`src/hvew_defines.svh`:
```
// register addresses, field positions, reset values for the pin edge/wake block
`ifndef HVEW_DEFINES_SVH
`define HVEW_DEFINES_SVH
`define HVEW_ADDR_PIN2 16'ha052
`define HVEW_ADDR_PIN3 16'ha053
`define HVEW_BIT_WAKE_EN 7
`define HVEW_BIT_IRQ_EN 6
`define HVEW_BIT_RISE_EN 5
`define HVEW_BIT_FALL_EN 4
`define HVEW_BIT_WAKE_FLAG 3
`define HVEW_BIT_IRQ_FLAG 2
`define HVEW_BIT_RISE_FLAG 1
`define HVEW_BIT_FALL_FLAG 0
`define HVEW_REG_RESET 8'h00
`define HVEW_NUM_PINS 2
`endif

```
`src/hvew_pkg.sv`:
```
// types shared by the pin edge/wake block
package hvew_pkg;
  // one control register: enables in the high nibble, sticky flags in the low
  typedef struct packed {
    logic wake_enable;
    logic irq_enable;
    logic rise_enable;
    logic fall_enable;
    logic wake_flag;
    logic irq_flag;
    logic rise_flag;
    logic fall_flag;
  } hvew_ctrl_type;
  // special function register access from the processor
  typedef struct packed {
    logic [15:0] addr;
    logic wr;
    logic rd;
    logic [7:0] wdata;
  } hvew_sfr_req_type;
endpackage : hvew_pkg

```
`src/hvew_edge_cell.sv`:
```
// per-pin edge detector and sticky flag logic
`include "hvew_defines.svh"
module hvew_edge_cell
  import hvew_pkg::*;
(
  // clock and reset
  input wire logic clock,
  input wire logic rst_n,
  // pin level
  input wire logic pin_level,
  // register write from software
  input wire logic wr_en,
  input wire logic [7:0] wdata,
  // register contents
  output hvew_ctrl_type ctrl,
  output logic irq_req,
  output logic wake_req
);
  logic pin_prev;
  logic rise_seen;
  logic fall_seen;
  logic event_seen;
  hvew_ctrl_type wr_val;
  hvew_ctrl_type next_ctrl;

  assign wr_val = hvew_ctrl_type'(wdata);
  assign rise_seen = pin_level & ~pin_prev;
  assign fall_seen = ~pin_level & pin_prev;
  // an event is an edge in a direction that is enabled
  assign event_seen = (rise_seen & ctrl.rise_enable) | (fall_seen & ctrl.fall_enable);

  always_comb
  begin
    next_ctrl = ctrl;
    if (wr_en)
    begin
      next_ctrl.wake_enable = wr_val.wake_enable;
      next_ctrl.irq_enable = wr_val.irq_enable;
      next_ctrl.rise_enable = wr_val.rise_enable;
      next_ctrl.fall_enable = wr_val.fall_enable;
      // writing zero clears a flag, writing one leaves it alone
      next_ctrl.wake_flag = ctrl.wake_flag & wr_val.wake_flag;
      next_ctrl.irq_flag = ctrl.irq_flag & wr_val.irq_flag;
      next_ctrl.rise_flag = ctrl.rise_flag & wr_val.rise_flag;
      next_ctrl.fall_flag = ctrl.fall_flag & wr_val.fall_flag;
    end
    // set beats a clear in the same cycle so no event is lost
    if (ctrl.wake_enable & event_seen)
      next_ctrl.wake_flag = 1'b1;
    if (ctrl.irq_enable & event_seen)
      next_ctrl.irq_flag = 1'b1;
    if (ctrl.rise_enable & rise_seen)
      next_ctrl.rise_flag = 1'b1;
    if (ctrl.fall_enable & fall_seen)
      next_ctrl.fall_flag = 1'b1;
  end

  always_ff @(posedge clock or negedge rst_n)
  begin
    if (!rst_n)
    begin
      ctrl <= hvew_ctrl_type'(`HVEW_REG_RESET);
      pin_prev <= 1'b0;
    end
    else
    begin
      ctrl <= next_ctrl;
      pin_prev <= pin_level;
    end
  end

  assign irq_req = ctrl.irq_flag;
  assign wake_req = ctrl.wake_flag;

  chk_rise_flag_set: assert property (@(posedge clock) disable iff (!rst_n)
    (ctrl.rise_enable && rise_seen) |=> ctrl.rise_flag)
    else $error("rise flag not set after enabled rising edge");
  chk_fall_flag_set: assert property (@(posedge clock) disable iff (!rst_n)
    (ctrl.fall_enable && fall_seen) |=> ctrl.fall_flag)
    else $error("fall flag not set after enabled falling edge");
  chk_irq_flag_set: assert property (@(posedge clock) disable iff (!rst_n)
    (ctrl.irq_enable && event_seen) |=> ctrl.irq_flag)
    else $error("irq flag not set after enabled event");
  chk_wake_flag_set: assert property (@(posedge clock) disable iff (!rst_n)
    (ctrl.wake_enable && event_seen) |=> ctrl.wake_flag)
    else $error("wake flag not set after enabled event");
  chk_irq_flag_sticky: assert property (@(posedge clock) disable iff (!rst_n)
    (ctrl.irq_flag && !wr_en) |=> ctrl.irq_flag)
    else $error("irq flag dropped without software clear");
  chk_rise_flag_quiet: assert property (@(posedge clock) disable iff (!rst_n)
    (!ctrl.rise_flag && !(ctrl.rise_enable && rise_seen)) |=> !ctrl.rise_flag)
    else $error("rise flag set without enabled rising edge");
endmodule : hvew_edge_cell

```
`src/hvew_pin_flags.sv`:
```
// edge, interrupt and wake flag registers for high-voltage pins two and three
`include "hvew_defines.svh"
module hvew_pin_flags
  import hvew_pkg::*;
(
  // clock and reset
  input wire logic clock,
  input wire logic rst_n,
  // special function register port
  input hvew_sfr_req_type sfr_req,
  output logic [7:0] sfr_rdata,
  output logic sfr_hit,
  // high-voltage pin levels, index 0 is pin two, index 1 is pin three
  input wire logic [`HVEW_NUM_PINS-1:0] high_voltage_io,
  // outputs
  output logic shared_ext_pin_irq_line,
  output logic wake_request
);
  // ==========================================================
  // address decode
  logic [`HVEW_NUM_PINS-1:0] sel;
  logic [`HVEW_NUM_PINS-1:0] wr_sel;
  logic [`HVEW_NUM_PINS-1:0] irq_req;
  logic [`HVEW_NUM_PINS-1:0] wake_req;
  hvew_ctrl_type ctrl [`HVEW_NUM_PINS];
  logic [7:0] next_rdata;

  // both registers decode the same way, so the compare lives in one place
  function automatic logic addr_match(input logic [15:0] addr, input logic [15:0] base);
    return addr == base;
  endfunction : addr_match

  assign sel[0] = addr_match(sfr_req.addr, `HVEW_ADDR_PIN2);
  assign sel[1] = addr_match(sfr_req.addr, `HVEW_ADDR_PIN3);
  assign sfr_hit = |sel;
  // a write to an unmapped address reaches no cell, so it is simply dropped
  assign wr_sel = {`HVEW_NUM_PINS{sfr_req.wr}} & sel;

  // ==========================================================
  // per-pin cells
  generate
    for (genvar i = 0; i < `HVEW_NUM_PINS; i++)
    begin : g_pin
      hvew_edge_cell u_cell (
        .clock(clock),
        .rst_n(rst_n),
        .pin_level(high_voltage_io[i]),
        .wr_en(wr_sel[i]),
        .wdata(sfr_req.wdata),
        .ctrl(ctrl[i]),
        .irq_req(irq_req[i]),
        .wake_req(wake_req[i])
      );
    end
  endgenerate

  // ==========================================================
  // read data and outputs
  // unmapped addresses read as zero
  assign next_rdata = sel[0] ? 8'(ctrl[0]) : (sel[1] ? 8'(ctrl[1]) : 8'h00);

  always_ff @(posedge clock or negedge rst_n)
  begin
    if (!rst_n)
      sfr_rdata <= 8'h00;
    else if (sfr_req.rd)
      sfr_rdata <= next_rdata;
  end

  // one shared line rather than a vector per pin; software polls flags for the source
  assign shared_ext_pin_irq_line = |irq_req;
  assign wake_request = |wake_req;

  chk_shared_irq_line: assert property (@(posedge clock) disable iff (!rst_n)
    (ctrl[0].irq_flag || ctrl[1].irq_flag) == shared_ext_pin_irq_line)
    else $error("shared interrupt line disagrees with flags");
  chk_read_pin3: assert property (@(posedge clock) disable iff (!rst_n)
    (sfr_req.rd && sel[1]) |=> sfr_rdata == $past(8'(ctrl[1])))
    else $error("pin three register read mismatch");
  chk_read_pin2: assert property (@(posedge clock) disable iff (!rst_n)
    (sfr_req.rd && sel[0]) |=> sfr_rdata == $past(8'(ctrl[0])))
    else $error("pin two register read mismatch");
  chk_fall_flag_pin3: assert property (@(posedge clock) disable iff (!rst_n)
    (ctrl[1].fall_enable && $fell(high_voltage_io[1])) |=> ctrl[1].fall_flag)
    else $error("pin three fall flag missed");
  chk_wake_flag_pin2: assert property (@(posedge clock) disable iff (!rst_n)
    (ctrl[0].wake_flag && !(sfr_req.wr && sel[0])) |=> ctrl[0].wake_flag)
    else $error("pin two wake flag dropped");
  chk_flag_clear: assert property (@(posedge clock) disable iff (!rst_n)
    (sfr_req.wr && sel[1] && !sfr_req.wdata[`HVEW_BIT_RISE_FLAG] && !$rose(high_voltage_io[1]))
    |=> !ctrl[1].rise_flag)
    else $error("zero write did not clear rise flag");

  // ==========================================================
  // bus-side checks and the wake request summary
  chk_unmapped_read: assert property (@(posedge clock) disable iff (!rst_n)
    (sfr_req.rd && !sfr_hit)
    |=> sfr_rdata == 8'h00)
    else $error("unmapped address did not read zero");

  // software may read the word long after the strobe, so it must not drift
  chk_rdata_hold: assert property (@(posedge clock) disable iff (!rst_n)
    !sfr_req.rd
    |=> $stable(sfr_rdata))
    else $error("read data changed without a read");

  chk_wake_summary: assert property (@(posedge clock) disable iff (!rst_n)
    (ctrl[0].wake_flag || ctrl[1].wake_flag)
    == wake_request)
    else $error("wake request disagrees with wake flags");

  // ==========================================================
  // per-pin checks
  // edges are taken from the pin itself, so a broken detector in the cell is caught here
  generate
    for (genvar i = 0; i < `HVEW_NUM_PINS; i++)
    begin : g_chk
      chk_rise_edge_flag: assert property (@(posedge clock) disable iff (!rst_n)
        (ctrl[i].rise_enable && $rose(high_voltage_io[i]))
        |=> ctrl[i].rise_flag)
        else $error("rise flag missed an enabled rising edge");

      chk_fall_edge_flag: assert property (@(posedge clock) disable iff (!rst_n)
        (ctrl[i].fall_enable && $fell(high_voltage_io[i]))
        |=> ctrl[i].fall_flag)
        else $error("fall flag missed an enabled falling edge");

      chk_irq_event_flag: assert property (@(posedge clock) disable iff (!rst_n)
        (ctrl[i].irq_enable
          && ((ctrl[i].rise_enable && $rose(high_voltage_io[i]))
          || (ctrl[i].fall_enable && $fell(high_voltage_io[i]))))
        |=> ctrl[i].irq_flag)
        else $error("irq flag missed an enabled event");

      chk_wake_event_flag: assert property (@(posedge clock) disable iff (!rst_n)
        (ctrl[i].wake_enable
          && ((ctrl[i].rise_enable && $rose(high_voltage_io[i]))
          || (ctrl[i].fall_enable && $fell(high_voltage_io[i]))))
        |=> ctrl[i].wake_flag)
        else $error("wake flag missed an enabled event");

      chk_irq_flag_hold: assert property (@(posedge clock) disable iff (!rst_n)
        (ctrl[i].irq_flag && !wr_sel[i])
        |=> ctrl[i].irq_flag)
        else $error("irq flag dropped without a write");

      chk_rise_flag_hold: assert property (@(posedge clock) disable iff (!rst_n)
        (ctrl[i].rise_flag && !wr_sel[i])
        |=> ctrl[i].rise_flag)
        else $error("rise flag dropped without a write");

      chk_fall_flag_hold: assert property (@(posedge clock) disable iff (!rst_n)
        (ctrl[i].fall_flag && !wr_sel[i])
        |=> ctrl[i].fall_flag)
        else $error("fall flag dropped without a write");

      chk_wake_flag_hold: assert property (@(posedge clock) disable iff (!rst_n)
        (ctrl[i].wake_flag && !wr_sel[i])
        |=> ctrl[i].wake_flag)
        else $error("wake flag dropped without a write");

      // writing a one to a flag must never create one
      chk_irq_no_source: assert property (@(posedge clock) disable iff (!rst_n)
        (!ctrl[i].irq_flag && !ctrl[i].irq_enable)
        |=> !ctrl[i].irq_flag)
        else $error("irq flag set while disabled");

      chk_wake_no_source: assert property (@(posedge clock) disable iff (!rst_n)
        (!ctrl[i].wake_flag && !ctrl[i].wake_enable)
        |=> !ctrl[i].wake_flag)
        else $error("wake flag set while disabled");

      chk_fall_quiet: assert property (@(posedge clock) disable iff (!rst_n)
        (!ctrl[i].fall_flag && !(ctrl[i].fall_enable && $fell(high_voltage_io[i])))
        |=> !ctrl[i].fall_flag)
        else $error("fall flag set without enabled falling edge");

      chk_enable_write: assert property (@(posedge clock) disable iff (!rst_n)
        wr_sel[i]
        |=> ctrl[i][`HVEW_BIT_WAKE_EN:`HVEW_BIT_FALL_EN] == $past(sfr_req.wdata[7:4]))
        else $error("enable bits did not take the written value");

      chk_enables_kept: assert property (@(posedge clock) disable iff (!rst_n)
        !wr_sel[i]
        |=> $stable(ctrl[i][`HVEW_BIT_WAKE_EN:`HVEW_BIT_FALL_EN]))
        else $error("enable bits changed without a write");

      chk_irq_zero_clear: assert property (@(posedge clock) disable iff (!rst_n)
        (wr_sel[i] && !sfr_req.wdata[`HVEW_BIT_IRQ_FLAG]
          && !(ctrl[i].irq_enable
          && ((ctrl[i].rise_enable && $rose(high_voltage_io[i]))
          || (ctrl[i].fall_enable && $fell(high_voltage_io[i])))))
        |=> !ctrl[i].irq_flag)
        else $error("zero write did not clear irq flag");

      chk_wake_zero_clear: assert property (@(posedge clock) disable iff (!rst_n)
        (wr_sel[i] && !sfr_req.wdata[`HVEW_BIT_WAKE_FLAG]
          && !(ctrl[i].wake_enable
          && ((ctrl[i].rise_enable && $rose(high_voltage_io[i]))
          || (ctrl[i].fall_enable && $fell(high_voltage_io[i])))))
        |=> !ctrl[i].wake_flag)
        else $error("zero write did not clear wake flag");

      chk_fall_zero_clear: assert property (@(posedge clock) disable iff (!rst_n)
        (wr_sel[i] && !sfr_req.wdata[`HVEW_BIT_FALL_FLAG]
          && !(ctrl[i].fall_enable && $fell(high_voltage_io[i])))
        |=> !ctrl[i].fall_flag)
        else $error("zero write did not clear fall flag");
    end
  endgenerate
endmodule : hvew_pin_flags

```
`config.mk`:
```
export PLATFORM = sky130hd
export DESIGN_NAME = hvew_pin_flags
export DESIGN_NICKNAME = d
export VERILOG_FILES = /design/src/hvew_pkg.sv /design/src/hvew_edge_cell.sv /design/src/hvew_pin_flags.sv
export VERILOG_INCLUDE_DIRS = /design/src
export SDC_FILE = /design/constraint.sdc
export NUM_CORES = 1
export LEC_CHECK = 0
export BUFFER_PORTS_ARGS = -buffer_cell sky130_fd_sc_hd__buf_4
export CORE_MARGIN = 2
export CORE_UTILIZATION = 45
export CTS_CLUSTER_DIAMETER = 30
export DETAILED_ROUTE_END_ITERATION = 12
export HOLD_SLACK_MARGIN = 0.15
export PLACE_DENSITY = 0.72
export SYNTH_ARGS = -nofsm -noshare
export SYNTH_HDL_FRONTEND = slang
export SYNTH_SLANG_ARGS = --single-unit
```
`constraint.sdc`:
```
create_clock -name clock -period 1.4 [get_ports clock]
set_input_delay 0 -clock clock [delete_from_list [all_inputs] [get_ports clock]]
set_output_delay 0 -clock clock [all_outputs]
set_load 0.1 [all_outputs]
```
==> key figures <==
Yosys
  • Post-synth cell types: 24
  • Post-Syn Nets: roughly 140
  • Synth warn: 0
  • FF+latch count, synth: 26
  • Syn avg cell area: 11.44 µm²
  • Mapped Cells: about 110
  • Register area share after synthesis: between 50% and 60%
  • Syn Std Cell Area: 0.001270 mm²

Timing
  • Clk_skew: 6.248 ps
  • Relative slew slack: 77.76%
  • Least-Margin Pin Slew: 333.6 ps
  • Final period util: between 90% and 100%
  • Setup TNS: 0 ps
  • Endpoints failing setup: 0
  • Final Hold Fails: 0
  • Tmin final: 1357 ps
  • Max Slew Vio Count: 0
  • Achievable Freq: 0.7370 GHz

Placed design
  • IO buf count: 40
  • RePlAce Congestion: 0.7670
  • Post-detail-place hpwl: 2095 µm

Hold path
  • Hold Path Depth: 2
  • Hold_sp: high_voltage_io[0]
  • Hold Crit Class: input pin to register
  • WHS Endpoint: g_pin[0].u_cell.pin_prev

Final layout
  • Net count, final: 203
  • Most common cell after layout, fill and taps aside: buf_4
  • Commonest non-fill, non-tap cells in the layout: buf_4 (45), dfrtp_1 (26), o21ai_0 (14), dlygate4sd3_1 (14)
  • Fin util: 66.99%
  • Antenna diodes: 0
  • # fillers: 242
  • Fraction of layout cells with a size suffix above 1: 44.77%
  • P&R area growth vs syn: 42.96%

Routing
  • DR DRC count: 0
  • Met3 wire len: 115 µm
  • Post-DRT Antenna Nets: 0
  • Router iterations before antenna repair: 4
  • Met1 WL: 1241 µm
  • DR WL/cell: 13.69 µm
  • Initial DRC Count: 20
  • DR WL met2: 1413 µm
  • DR vias: roughly 1000
  • Post-DR vias/cell: just over 5
  • DR top layer: met4
  • Total routed wirelength: 2780 µm

Floorplanning
  • CORE AREA: 0.002710 mm²
  • Row count: 19
  • Chip width: 57.13 µm
  • Starting Density: 46.86%
  • IO Count: 41
  • DIE AREA: roughly 0.0033 mm²
  • Die H: 57.13 µm

Power
  • Cell Pwr Density: 752.0 mW/mm²
  • Comb power frac: 13.9%
  • Net Switching: slightly above 0.3 mW
  • Reg power frac: between 50% and 60%
  • Int Pwr: 1.056 mW
  • Clk pwr share: between 20% and 30%
  • P_leak: ~0.94 nW
  • Peak VDD IR: 0.5754 mV
  • Switching part of the total power: 22.64%

Clock network
  • Deepest clock path buffer count: 2
  • CTS tree: done
  • CTS Buf Count: 3
  • CTS Root Cell: clkbuf_4
  • TritonCTS Sinks: 26
  • Worst-path clk slew: 140 ps
  • H-tree Lvls: 1
  • Clk Latency, worst-skew pair: 320 ps

Global route
  • Initial antenna violation count: 0
  • Largest net degree at the start of global routing: 27
  • GR Overflow Total: 0
  • First-pass GRT wire length: between 4000 and 5000 µm
  • Vias in the first global route: slightly below 1000
  • Total track usage: 18.25%

Outcome
  • Outcome: complete, no violations

Job
  • Max Cap Viol: 0

Critical path
  • Register-to-register setup slack: around 100 ps
  • FF-to-FF Start: g_pin[0].u_cell.ctrl[5]
  • RR Endpoint: g_pin[0].u_cell.wake_req
  • Worst Path Max Fanout: 2
  • CP arrival: 1360 ps
  • Critical path launch point type: input pin
  • Reg2reg path depth: 4
  • Kind of critical path: input pin to primary output
  • Worst EP required: ~1400 ps
  • Critical path endpoint category: primary output
==> stage by stage <==
stage	hold slack [ps]	setup WS, ps	area [µm²]	power (mW)	instances
2_1_floorplan	-295.6	-763.6	1270	0.8754	111
3_3_place_gp	-79.68	-299.7	1627	0.9646	184
3_5_place_dp	-78.52	-339.4	1627	0.9732	184
4_1_cts	251.4	27.69	1808	1.375	202
5_1_grt	329.6	-9.021	1815	1.423	203
6_report	329.2	43.22	1815	1.365	203
==> what timing repair did <==
item,CTS,global route
pin swaps,0,1
endpoints found under the hold margin,52,0
endpoints found under the setup margin,5,1
buffers inserted,0,1
gates resized for setup,2,0
hold buffers,14,0
==> Yosys cell counts, drive strengths merged <==
cell   number  area [µm²]
dfrtp      26       650.6
o21ai      14       70.07
nand3       8       40.04
and2b       1       7.510
or4         1       11.26
or2         5       31.28
nor4        2       42.54
a21o        2       15.01
or3b        1       8.760
nand2       7       28.78
and3b       4       35.03
or4bb       3       41.29
mux2       14       172.7
a22oi       2       15.01
inv        10       37.54
a21oi       2       10.01
buf         3       20.01
o22a        2       17.52
nor2        4       15.01
==> power groups by stage <==
stage               Combinational (mW)  Clock [mW]  Sequential, mW
floorplan                       0.0689           0           0.806
global placement                 0.154           0           0.810
detailed placement               0.161           0           0.812
CTS                              0.192       0.385           0.797
global route                     0.207       0.414           0.802
finish                           0.190       0.379           0.797
==> cell type report <==
type	instances	area [µm²]	area share [%]
flip-flops and latches	26	650.6	35.84
multi-input cells	72	563.0	31.01
repair buffers	60	489.2	26.95
well taps	31	38.79	2.136
inverters	10	37.54	2.068
clock buffers	4	36.28	1.999
==> critical path, stage by stage <==
cell and delay [ps]:
buf_4 110, or4_4 540, buf_4 160, nor4_4 280
buf_6 260
==> worst max path at each step <==
stage	start	endpoint	slack (ps)
6_report	sfr_req[21]	sfr_hit	40
5_1_grt	sfr_req[21]	sfr_hit	-9
4_1_cts	sfr_req[15]	sfr_hit	30
3_5_place_dp	sfr_req[21]	g_pin[0].u_cell.ctrl[5]	-340
3_3_place_gp	sfr_req[21]	g_pin[0].u_cell.ctrl[5]	-300
2_1_floorplan	sfr_req[15]	sfr_rdata[0]	-760
==> cells by family after synthesis <==
kind of cell	synth area share, %
AO/OA/AOI/OAI	10.05
buffers and inverters	4.532
flip-flops	51.23
AND/OR/NAND/NOR	20.59
multiplexers	13.60
==> registers in the layout, summed over array words and instances (netlist names) <==
register / count
sfr_rdata: 8
g_pin.u_cell.pin_prev: 2
g_pin.u_cell.wake_req: 2
g_pin.u_cell.irq_req: 2
g_pin.u_cell.ctrl: 12
==> routing by layer <==
layer  global-route usage [%]  vias up
met4                    4.983        0
met3                    2.494        2
met2                    29.56       23
li1                         -      514
met1                    25.92      483
met5                        0        -
(Power assumes the default switching activity.)
